$ cat src/logic/fdi_consts.svh
`ifndef FDI_CONSTS_SVH
`define FDI_CONSTS_SVH

// fixed 7-bit bus address of the device, 011 0011
`define FDI_SLAVE_ADDR 7'h33
// high-speed master code pattern, upper five bits of 00001XXX
`define FDI_HS_CODE 5'h01
// upper five bits of a valid register address byte
`define FDI_PTR_UPPER 5'h00
// number of control registers, selected by three address bits
`define FDI_REG_COUNT 8
// default value of every control register
`define FDI_REG_RESET 8'h00
// value returned for an unmapped register address
`define FDI_READ_ZERO 8'h00
// bit counter: eight data bits received, acknowledge slot, first bit
`define FDI_BIT_ACK 4'h8
`define FDI_BIT_END 4'h9
`define FDI_BIT_FIRST 4'h0
// idle level of both bus lines, pulled up
`define FDI_BUS_IDLE 2'h3

`endif

$ cat src/logic/fdi_pkg.sv
`default_nettype none

package fdi_pkg;

  // byte engine states, one-hot
  typedef enum logic [5:0] {
    S_IDLE = 6'b000001,
    S_ADDR = 6'b000010,
    S_REGA = 6'b000100,
    S_DATA = 6'b001000,
    S_READ = 6'b010000,
    S_SKIP = 6'b100000
  } fdi_state_e;

endpackage : fdi_pkg

`default_nettype wire

$ cat src/logic/fdi_sync.sv
`timescale 1ns/100ps
`default_nettype none

// two-flop synchroniser for pin levels
module fdi_sync #(
  parameter int W = 1,
  parameter logic [W-1:0] RESET_VAL = '0
) (
  // clock and reset
  input wire logic clk_sys,
  input wire logic rst_n,
  // asynchronous levels in, synchronised levels out
  input wire logic [W-1:0] asyncIn,
  output logic [W-1:0] syncOut
);

  // first stage, read only by the second stage
  logic [W-1:0] metaQ;

  // plain double register; reset takes constants only
  always_ff @(posedge clk_sys or negedge rst_n) begin
    if (!rst_n) begin
      metaQ <= RESET_VAL;
      syncOut <= RESET_VAL;
    end else begin
      metaQ <= asyncIn;
      syncOut <= metaQ;
    end
  end

endmodule : fdi_sync

`default_nettype wire

$ cat src/logic/fdi_flash_i2c_slave.sv
// Overview of operation
// - slave only; standard, fast, high-speed rates
// - seven-bit addressing only; ignore others, no ack
// - answer only address 011 0011
// - master starts; device detects start condition
// - stop frees bus; await start and address
// - data stable while clock high
// - acknowledge matched address during ninth clock
// - nine-bit units; receiver acknowledges each byte
// - open-drain lines, only pull low
// - unmapped register reads return zero
// - master code not acknowledged; enter high-speed
// - repeated start then normal protocol, faster
// - stop leaves high-speed operation
// - write: address, register byte, data byte
// - register updates at acknowledge falling edge
// - register byte: low three bits select
// - hardware disable resets interface, registers, shutdown
`timescale 1ns/100ps
`default_nettype none
`include "fdi_consts.svh"

module fdi_flash_i2c_slave
  import fdi_pkg::*;
#(
  // one bit per register, set where the register exists
  parameter logic [7:0] IMPL_MASK = 8'hFF
) (
  // clock and reset
  input wire logic clk_sys,
  input wire logic rst_n,
  // hardware disable pin, active low
  input wire logic hwDisableLow,
  // serial clock line, open drain
  input wire logic sclIn,
  output logic sclOut,
  output logic sclOe_n,
  // serial data line, open drain
  input wire logic sdaIn,
  output logic sdaOut,
  output logic sdaOe_n,
  // device status and register contents
  output logic shutdown,
  output logic hsMode,
  output logic [8*`FDI_REG_COUNT-1:0] regBank
);

  // synchronised pin levels
  logic sclS; // clock line after two flops
  logic sdaS; // data line after two flops
  logic hwOkS; // disable pin high after two flops

  // previous synchronised levels, for edge detection
  logic sclP;
  logic sdaP;

  // byte engine state
  fdi_state_e stateQ, stateD;
  logic [3:0] bitCntQ, bitCntD; // bits seen in the current unit
  logic [7:0] shiftQ, shiftD; // receive or transmit shifter
  logic driveQ, driveD; // pull data line low
  logic rwQ, rwD; // direction bit of the address byte
  logic [7:0] ptrQ, ptrD; // register address byte
  logic [7:0] dataQ, dataD; // data byte awaiting commit
  logic hsQ, hsD; // high-speed rate entered
  logic nackQ, nackD; // master answered not-acknowledge
  logic shutdownQ; // registered shutdown indication

  // register storage
  logic [7:0] regQ [`FDI_REG_COUNT];

  // decode wires
  logic sclRise;
  logic sclFall;
  logic startDet;
  logic stopDet;
  logic addrMatch;
  logic hsCode;
  logic ptrOk;
  logic [7:0] readData;
  logic wrEn;
  logic txPhase;
  logic busyState;
  logic hwHold;

  // pins cross into the clock domain through two flops
  fdi_sync #(
    .W(3),
    .RESET_VAL({`FDI_BUS_IDLE, 1'b0})
  ) u_sync (
    .clk_sys(clk_sys),
    .rst_n(rst_n),
    .asyncIn({sclIn, sdaIn, hwDisableLow}),
    .syncOut({sclS, sdaS, hwOkS})
  );

  // previous levels start at the idle bus level
  always_ff @(posedge clk_sys or negedge rst_n) begin
    if (!rst_n) begin
      {sclP, sdaP} <= `FDI_BUS_IDLE;
    end else begin
      {sclP, sdaP} <= {sclS, sdaS};
    end
  end

  // edges on the clock line
  assign sclRise = sclS & ~sclP;
  assign sclFall = ~sclS & sclP;

  // start detect
  // data falls while clock stays high; a repeated start looks the same
  assign startDet = sclS & sclP & sdaP & ~sdaS;

  // stop detect
  // data rises while clock stays high
  assign stopDet = sclS & sclP & ~sdaP & sdaS;

  // address compare
  // only the full seven-bit value answers; general call and the
  // ten-bit prefix never equal it, so they fall out here too
  assign addrMatch = (shiftQ[7:1] == `FDI_SLAVE_ADDR);

  assign hsCode = (shiftQ[7:3] == `FDI_HS_CODE);

  // pointer check
  // upper bits must be zero, low three bits pick the register
  assign ptrOk = (ptrQ[7:3] == `FDI_PTR_UPPER);

  assign readData = (ptrOk && IMPL_MASK[ptrQ[2:0]]) ? regQ[ptrQ[2:0]] : `FDI_READ_ZERO;

  // commit strobe
  // the falling clock edge that closes the acknowledge slot of a data byte
  assign wrEn = sclFall & (bitCntQ == `FDI_BIT_END) & (stateQ == S_DATA) & ~startDet & ~stopDet;

  // the read state, the only transmit state, shifts out instead of in
  assign txPhase = (stateQ == S_READ);
  // states in which the engine follows clock pulses
  assign busyState = (stateQ != S_IDLE) && (stateQ != S_SKIP);
  // disable pin low holds everything at defaults
  assign hwHold = ~hwOkS;

  // next-state logic of the byte engine
  always_comb begin
    stateD = stateQ;
    bitCntD = bitCntQ;
    shiftD = shiftQ;
    driveD = driveQ;
    rwD = rwQ;
    ptrD = ptrQ;
    dataD = dataQ;
    hsD = hsQ;
    nackD = nackQ;
    if (stopDet) begin
      // stop ends high-speed
      // bus free again; only a new start wakes the engine
      stateD = S_IDLE;
      bitCntD = `FDI_BIT_FIRST;
      driveD = 1'b0;
      hsD = 1'b0;
    end else if (startDet) begin
      // repeated start resumes
      // high-speed flag survives a repeated start
      stateD = S_ADDR;
      bitCntD = `FDI_BIT_FIRST;
      driveD = 1'b0;
      nackD = 1'b0;
    end else if (busyState && sclRise) begin
      // sample on rise
      // data is taken once per high phase, after it has settled
      if (bitCntQ < `FDI_BIT_ACK) begin
        bitCntD = bitCntQ + 4'h1;
        if (!txPhase) begin
          shiftD = {shiftQ[6:0], sdaS};
        end
      end else if (bitCntQ == `FDI_BIT_END && txPhase) begin
        // master answer to our byte
        nackD = sdaS;
      end
    end else if (busyState && sclFall) begin
      if (txPhase && bitCntQ != `FDI_BIT_FIRST && bitCntQ < `FDI_BIT_ACK) begin
        // change on low
        // next transmit bit goes out only after the clock fell
        shiftD = {shiftQ[6:0], 1'b0};
        driveD = ~shiftQ[6];
      end else if (bitCntQ == `FDI_BIT_ACK) begin
        // acknowledge slot
        // eight bits in; decide the ninth clock
        bitCntD = `FDI_BIT_END;
        unique case (stateQ)
          S_ADDR: begin
            if (addrMatch) begin
              driveD = 1'b1;
              rwD = shiftQ[0];
            end else if (hsCode) begin
              hsD = 1'b1;
              stateD = S_SKIP;
            end else begin
              stateD = S_SKIP;
            end
          end
          S_REGA: begin
            driveD = 1'b1;
            ptrD = shiftQ;
          end
          S_DATA: begin
            driveD = 1'b1;
            dataD = shiftQ;
          end
          S_READ: begin
            // release so the master can answer
            driveD = 1'b0;
          end
          S_IDLE: begin
          end
          S_SKIP: begin
          end
        endcase
      end else if (bitCntQ == `FDI_BIT_END) begin
        // end of the acknowledge slot
        bitCntD = `FDI_BIT_FIRST;
        driveD = 1'b0;
        unique case (stateQ)
          S_ADDR: begin
            if (rwQ) begin
              // read answer
              // pointer kept from the earlier write phase
              stateD = S_READ;
              shiftD = readData;
              driveD = ~readData[7];
            end else begin
              stateD = S_REGA;
            end
          end
          S_REGA: begin
            stateD = S_DATA;
          end
          S_DATA: begin
            // further bytes rewrite the same register
            stateD = S_DATA;
          end
          S_READ: begin
            if (nackQ) begin
              stateD = S_SKIP;
            end else begin
              shiftD = readData;
              driveD = ~readData[7];
            end
          end
          S_IDLE: begin
          end
          S_SKIP: begin
          end
        endcase
      end
    end
  end

  // engine registers
  // the disable pin clears the interface like a reset, but through
  // the synchroniser, so release can never come mid-cycle
  always_ff @(posedge clk_sys or negedge rst_n) begin
    if (!rst_n) begin
      stateQ <= S_IDLE;
      bitCntQ <= `FDI_BIT_FIRST;
      shiftQ <= `FDI_REG_RESET;
      driveQ <= 1'b0;
      rwQ <= 1'b0;
      ptrQ <= `FDI_REG_RESET;
      dataQ <= `FDI_REG_RESET;
      hsQ <= 1'b0;
      nackQ <= 1'b0;
    end else if (hwHold) begin
      stateQ <= S_IDLE;
      bitCntQ <= `FDI_BIT_FIRST;
      shiftQ <= `FDI_REG_RESET;
      driveQ <= 1'b0;
      rwQ <= 1'b0;
      ptrQ <= `FDI_REG_RESET;
      dataQ <= `FDI_REG_RESET;
      hsQ <= 1'b0;
      nackQ <= 1'b0;
    end else begin
      stateQ <= stateD;
      bitCntQ <= bitCntD;
      shiftQ <= shiftD;
      driveQ <= driveD;
      rwQ <= rwD;
      ptrQ <= ptrD;
      dataQ <= dataD;
      hsQ <= hsD;
      nackQ <= nackD;
    end
  end

  // shutdown follows the disable pin; held through reset
  always_ff @(posedge clk_sys or negedge rst_n) begin
    if (!rst_n) begin
      shutdownQ <= 1'b1;
    end else begin
      shutdownQ <= hwHold;
    end
  end

  // one register per entry
  genvar gi;
  generate
    for (gi = 0; gi < `FDI_REG_COUNT; gi++) begin : g_reg
      always_ff @(posedge clk_sys or negedge rst_n) begin
        if (!rst_n) begin
          regQ[gi] <= `FDI_REG_RESET;
        end else if (hwHold) begin
          regQ[gi] <= `FDI_REG_RESET;
        end else if (wrEn && ptrOk && ptrQ[2:0] == 3'(gi) && IMPL_MASK[gi]) begin
          regQ[gi] <= dataQ;
        end
      end
      assign regBank[8*gi +: 8] = regQ[gi];
    end
  endgenerate

  // open-drain drive
  // the level is always low; only the enable moves. The clock line is
  // never driven: no stretching, which also limits how fast the core can
  // keep up at 3.4 Mbps with a 50 MHz sampling clock
  assign sdaOut = 1'b0;
  assign sdaOe_n = ~driveQ;
  assign sclOut = 1'b0;
  assign sclOe_n = 1'b1;

  assign hsMode = hsQ;
  assign shutdown = shutdownQ;
endmodule : fdi_flash_i2c_slave

`default_nettype wire

$ cat config.mk
export PLATFORM = sky130hd
export DESIGN_NAME = fdi_flash_i2c_slave
export DESIGN_NICKNAME = d
export VERILOG_FILES = /design/src/logic/fdi_pkg.sv /design/src/logic/fdi_sync.sv /design/src/logic/fdi_flash_i2c_slave.sv
export VERILOG_INCLUDE_DIRS = /design/src /design/src/logic
export SDC_FILE = /design/constraint.sdc
export NUM_CORES = 1
export LEC_CHECK = 0
export BUFFER_PORTS_ARGS = -buffer_cell sky130_fd_sc_hd__buf_2
export CORE_MARGIN = 2
export CORE_UTILIZATION = 30
export DETAILED_ROUTE_END_ITERATION = 10
export GPL_ROUTABILITY_DRIVEN = 0
export HOLD_SLACK_MARGIN = 0.06
export PLACE_DENSITY_LB_ADDON = 0.1
export REMOVE_ABC_BUFFERS = 1
export SLEW_MARGIN = 30
export SYNTH_ARGS = -nofsm -noshare
export SYNTH_HDL_FRONTEND = slang
export SYNTH_SLANG_ARGS = --single-unit
$ cat constraint.sdc
create_clock -name clk_sys -period 2.4 [get_ports clk_sys]
set_clock_uncertainty 0.15 [all_clocks]
set_input_delay 0.24 -clock clk_sys [delete_from_list [all_inputs] [get_ports clk_sys]]
set_output_delay 0.24 -clock clk_sys [all_outputs]
set_load 0.005 [all_outputs]
After elaboration in Yosys (flattened, before gate mapping)

Memory sizes are Yosys's and may differ from the RTL's.
Index checks and enable logic that the tools add are counted.
W data, S select, Z words.

Add/subtract/negate cells: 1
Reductions and logical operators: 29
Bitwise gates (word level): 22
Order comparisons: 3
Equal/unequal tests: 69
Multiplexer cells: 110

Operators with widths:

| operator             | count |
|---|---|
| $mux W8              | 47 |
| $mux W6              | 11 |
| $ne A3 B3 Y1 const B | 14 |
| $ne A5 B5 Y1 const B | 8 |
| $mux W1              | 37 |
| $mux W4              | 9 |
| $ne A2 B2 Y1 const B | 18 |
| $ne A6 B6 Y1 const B | 6 |
| $bmux W8 S3          | 1 |
| $reduce_and A8 Y1    | 3 |
| $ne A4 B4 Y1 const B | 5 |
| $pmux W6 S3          | 1 |
| $logic_and A1 B1 Y1  | 16 |
| $pmux W8 S2          | 1 |
| $reduce_and A7 Y1    | 2 |
| $eq A3 B3 Y1 const B | 4 |
| $and A1 B1 Y1        | 11 |
| $not A1 Y1           | 10 |
| $reduce_and A10 Y1   | 1 |
| $eq A4 B4 Y1 const B | 2 |
| $ne A8 B8 Y1 const B | 1 |
| $reduce_and A4 Y1    | 2 |
| $eq A7 B6 Y1 const B | 1 |
| $ne A7 B7 Y1 const B | 1 |
| 21 further kinds     | 22 |

Input port bits: 5
Word-level logic and storage cells: 257
Memories kept: 1
Bits in registers: 111
ROM bits: 8
Output and inout port bits: 70

Memories:

| name            | depth | bits a word | read ports | clocked after memory_dff | wr ports | line                       | RTL |
|---|---|---|---|---|---|---|---|
| (no name shown) | 8     | 1           | 1          | 0                        | 0        | fdi_flash_i2c_slave.sv:129 | `` assign readData = (ptrOk && IMPL_MASK[ptrQ[2:0]]) ? regQ[ptrQ[2:0]] : `FDI_READ_ZERO; `` |

Logic depth before layout (Yosys ltp)

Depth in word-level cells: 16
Depth in mapped cells: 9
Gate-level depth less buffers: 8

Modules after synthesis

A second synthesis with hierarchy kept.

Cells, all modules: 514
Area total of the unflattened synthesis: 5841.9 um^2

By module, submodules not included:

| module              | instances | seq. area each (um^2) | cells an instance | area an instance (um^2) |
|---|---|---|---|---|
| fdi_flash_i2c_slave | 1         | 2632.5                | 508               | 5686.7 |
| fdi_sync            | 1         | 155.1                 | 6                 | 155.1 |

Worst setup path before layout

Ideal clock, no wire load.

Kind: register to register
Start: register bitCntQ[0]
End: register shiftQ[6]
Period minus slack after synthesis: 2.449 ns
Arrival: 2.212 ns
Data required time: 2.163 ns
Path buffers: 1
Path slack: -0.049 ns
Library setup time: 0.087 ns
Cell stages (with the launch flop): 10
Cells stage by stage: dfrtp_1 -> inv_1 -> ha_1 -> nor2b_1 -> or4b_4 -> a221oi_2 -> o2111a_2 -> buf_6 -> nor2_2 -> a211oi_2

Word-level cells in the longest chain between the ends: 9
Elaborated cells on any way between the ends: 19
Classes of those cells: order compare: 1; eq/ne: 8; mux: 6; reduce/logical: 4

RTL lines:

| element                                                              | line                       | RTL |
|---|---|---|
| start, declared                                                      | fdi_flash_i2c_slave.sv:59  | `logic [3:0] bitCntQ, bitCntD;` |
| start signal, assigned                                               | fdi_flash_i2c_slave.sv:264 | `` bitCntQ <= `FDI_BIT_FIRST; `` |
| start signal, assigned                                               | fdi_flash_i2c_slave.sv:274 | `` bitCntQ <= `FDI_BIT_FIRST; `` |
| start signal, assigned                                               | fdi_flash_i2c_slave.sv:284 | `bitCntQ <= bitCntD;` |
| parallel branches: the longest is 9 deep, another holds $lt A4 B4 Y1 | n/a                        |  |
| end signal, assigned                                                 | fdi_flash_i2c_slave.sv:265 | `` shiftQ <= `FDI_REG_RESET; `` |
| end signal, assigned                                                 | fdi_flash_i2c_slave.sv:275 | `` shiftQ <= `FDI_REG_RESET; `` |
| end signal, assigned                                                 | fdi_flash_i2c_slave.sv:285 | `shiftQ <= shiftD;` |
| end, declared                                                        | fdi_flash_i2c_slave.sv:60  | `logic [7:0] shiftQ, shiftD;` |

Several ways; the timed one is not identified. The select of a mux whose other input is x is not followed.
A chain may end at the register's enable or synchronous reset.

Worst setup path in the final report

Start: register stateQ[5]
End: register shiftQ[7]

Word-level cells in the longest chain between the ends: 10
Elaborated cells on any way between the ends: 27
Classes of those cells: eq/ne: 12; mux: 9; reduce/logical: 6

RTL lines:

| element                                      | line                                                   | RTL |
|---|---|---|
| start, declared                              | fdi_flash_i2c_slave.sv:58                              | `fdi_state_e stateQ, stateD;` |
| start signal, assigned                       | fdi_flash_i2c_slave.sv:283                             | `stateQ <= stateD;` |
| $eq A6 B5 Y1 or $eq A6 B2 Y1 (tied branches) | fdi_flash_i2c_slave.sv:136, fdi_flash_i2c_slave.sv:222 |  |
| $pmux W8 S2                                  | fdi_flash_i2c_slave.sv:222                             | `unique case (stateQ)` |
| $mux W8                                      | fdi_flash_i2c_slave.sv:218                             | `` end else if (bitCntQ == `FDI_BIT_END) begin `` |
| $mux W8                                      | fdi_flash_i2c_slave.sv:185                             | `` end else if (bitCntQ == `FDI_BIT_ACK) begin `` |
| $mux W8                                      | fdi_flash_i2c_slave.sv:180                             | `` if (txPhase && bitCntQ != `FDI_BIT_FIRST && bitCntQ < `FDI_BIT_ACK) begin `` |
| $mux W8                                      | fdi_flash_i2c_slave.sv:179                             | `end else if (busyState && sclFall) begin` |
| $mux W8                                      | fdi_flash_i2c_slave.sv:167                             | `end else if (busyState && sclRise) begin` |
| $mux W8                                      | fdi_flash_i2c_slave.sv:160                             | `end else if (startDet) begin` |
| $mux W8                                      | fdi_flash_i2c_slave.sv:153                             | `if (stopDet) begin` |
| $mux W8                                      | fdi_flash_i2c_slave.sv:272                             | `end else if (hwHold) begin` |

Parallel ways exist; a longest one is shown, timed or not. The select of a mux whose other input is x is not followed.

==> flow_summary.ini <==
[run_status]
status = finished with violations
violations = negative setup slack

[timing]
hold_viol = 0
min_period_over_period = 1.04
hold_ws_ps = 201
fmax_ghz = 0.399
tightest_slew_ps = 680
max_slew_margin = 0.547
fin_setup_tns_ps = -1950
slew_violations = 0
setup_viol = 42
setup_ws_ps = -105
grt_setup_unrepaired = yes
fin_crit_ps = 2500

[route]
num_vias = 4403
ant_nets = 0
first_pass_iters = 4
drc = 0
vias_per_cell = 5.10
drt_iter0_drc = 200
drt_wl_total_microns = 17100
routedWlPerCell_microns = 19.9

[synthesis]
ys_seq_elements = 111
yosys.area.top_type = dfrtp_1
yosysSeqAreaShare = 0.489
synth_edf_count = 0
yosys.cell_types.count = 66
yosys_warnings = 0
synth_cells = 517
synthArstFlopShare = 1.00
synth_area_sq_um = 5700
synth_top_area_share = 0.452
postSynthAreaPerCell_sq_um = 11.0
synth_flop_cell = dfrtp_1
synth_area_leaders = dfrtp_1, mux2i_1, mux4_2

[hold_path]
min_path_type = reg -> reg
hp-start = u_sync.metaQ[1]$_DFF_PN1_

[cells_and_area]
num_antenna_cells = 0
drive_above_1_share = 0.391
syn_to_final_growth_pct = 28.3
nets = 632
final_cell_mix = dfrtp_1, nor2_1, buf_2
layout_commonest_cell = dfrtp_1
fillCellCount = 1869
instances_no_fill = 863
utilization = 0.392
design_area_sq_um = 7310

[clock_network]
cts.sinks = 111
path_clk_slew_ps = 80
clockRootBuffer = clkbuf_16
worstSkewPairLatency_ps = 360
htreeDepth = 3
cts_inserted_buffers = 9
cts_tree = done
clockBufferDepth = 2

[worst_setup_path]
worstPathRequired_ps = 2520
startpoint = stateQ[5]$_DFFE_PN0P_
rr_startpoint = stateQ[5]$_DFFE_PN0P_
arrival_ps = 2630
endpoint_kind = flip-flop
worstSetupPathType = reg -> reg
crit_path_start_kind = flip-flop
path_max_fanout = 8

[power_and_ir_drop]
p_leak_nw = 3.45
seqPwrFrac = 0.520
p_comb_frac = 0.064
p_clk_frac = 0.417
intPower_mw = 2.75
switching_share = 0.259
finalPower_mw = 3.70
peakVddDrop_uv = 393
power.density_nw_per_um2 = 506
p_sw_mw = 0.958

[run]
maxCapViolCount = 0

[floorplan]
die_h_microns = 142
die_x_microns = 142
core-area_sq_um = 18600
io_pins = 75
die_area_sq_um = 20100
start_util = 0.306
rows = 50

[global_routing]
grt_pass1_wl_microns = 26900
overflow = 0
grt_start_max_net_pins = 112
track_usage = 0.177
grt_pass1_vias = 4525
antenna_found_initial = 0

[placed_design]
dp_hpwl_microns = 11400
place_area_sq_um = 6610
dp.cells = 831
io_buffers = 71
dp_slack_ps = -181
==> cell type report <==
| type | instances | area [sq um] | area share |
|---|---|---|---|
| clock buffers | 10 | 239 | 0.0327 |
| well taps | 234 | 293 | 0.0400 |
| multi-input cells | 356 | 2890 | 0.395 |
| repair buffers | 140 | 1020 | 0.139 |
| clock inverters | 6 | 63.8 | 0.00873 |
| flip-flops and latches | 111 | 2790 | 0.382 |
| inverters | 6 | 22.5 | 0.00308 |
==> what timing repair did <==
item / 4_1_cts / 5_1_grt
resized for setup: 25 / 37
hold endpoints to repair: 106 / 0
pin swaps: 6 / 51
setup buffers: 7 / 5
gates cloned: 1 / 0
hold buffers: 4 / 0
endpoints found under the setup margin: 83 / 77
==> synth_stat cells, types with 2 or more instances <==
cell type	instances
and3_1	2
nand2_1	23
buf_6	2
o21ai_2	4
a31oi_1	2
nor2b_1	8
xnor2_1	3
inv_1	6
buf_1	2
buf_2	7
o221a_2	2
or3b_2	2
nor2_2	2
clkbuf_1	29
conb_1	2
o21ai_0	15
dfrtp_1	103
a211oi_2	2
nand3b_1	4
a21oi_1	25
nor3_1	7
and2_1	10
nand3_1	7
a21o_1	3
mux2i_1	66
nor3b_1	2
mux2_2	16
mux4_2	16
or4_1	2
o31ai_1	4
nor2_1	83
or2_2	2
a211oi_1	7
nand4b_1	2
buf_4	5
dfstp_2	8
ha_1	3
==> path summary, 6_finish.rpt <==
check | cells after the start | endpoint | slack, ps
max in group asynchronous | 3 | driveQ$_DFFE_PN0P_ | 1240
hold reg to reg | 0 | u_sync.syncOut[1]$_DFF_PN1_ | 200
setup reg to reg | 8 | shiftQ[7]$_DFFE_PN0P_ | -100
setup / recovery | 8 | shiftQ[7]$_DFFE_PN0P_ | -100
hold / removal | 0 | u_sync.syncOut[1]$_DFF_PN1_ | 200
min in group asynchronous | 3 | stateQ[2]$_DFFE_PN0P_ | 310
==> state kept, by name (all words and copies together), names as in the netlist <==
signal and flops:
regBank 64, dataQ 8, ptrQ 8, shiftQ 8, stateQ 6, bitCntQ 4, u_sync.metaQ 3, u_sync.syncOut 3
driveQ 1, hsMode 1, nackQ 1, rwQ 1, sclP 1, sdaP 1, shutdown 1
==> worst max-delay path, stage by stage (launching register included) <==
cell	delay, ps
dfrtp_1	420
buf_12	140
nor4_4	300
or4b_4	530
a221oi_4	240
o2111a_2	280
buf_12	150
nor2_1	40
a211oi_1	160
==> cell families after synthesis <==
kind of cell,count (synthesis),share of synthesized area
and+or+nand+nor,170,0.151
DFF,111,0.489
muxes,98,0.211
AOI/OAI and AO/OA,77,0.0920
buffers and inverters,51,0.0411
adders and majority gates,4,0.00835
xor gates and xnor gates,4,0.00615
other,2,0.00132
==> power by group through the flow <==
stage	logic, mW	clock network, mW	registers, mW
2_1_floorplan	0.0877	0	1.96
3_3_place_gp	0.210	0	1.96
3_5_place_dp	0.210	0	1.96
4_1_cts	0.231	1.60	1.92
5_1_grt	0.261	1.68	1.93
6_report	0.236	1.54	1.92
==> per-layer routing <==
layer,wire length [microns],up-vias,global-route usage
met5,0,-,0
met2,8200,109,0.285
met3,552,15,0.0354
met4,269,0,0.0489
li1,-,2044,-
met1,8120,2235,0.244
(Power assumes the default switching activity.)
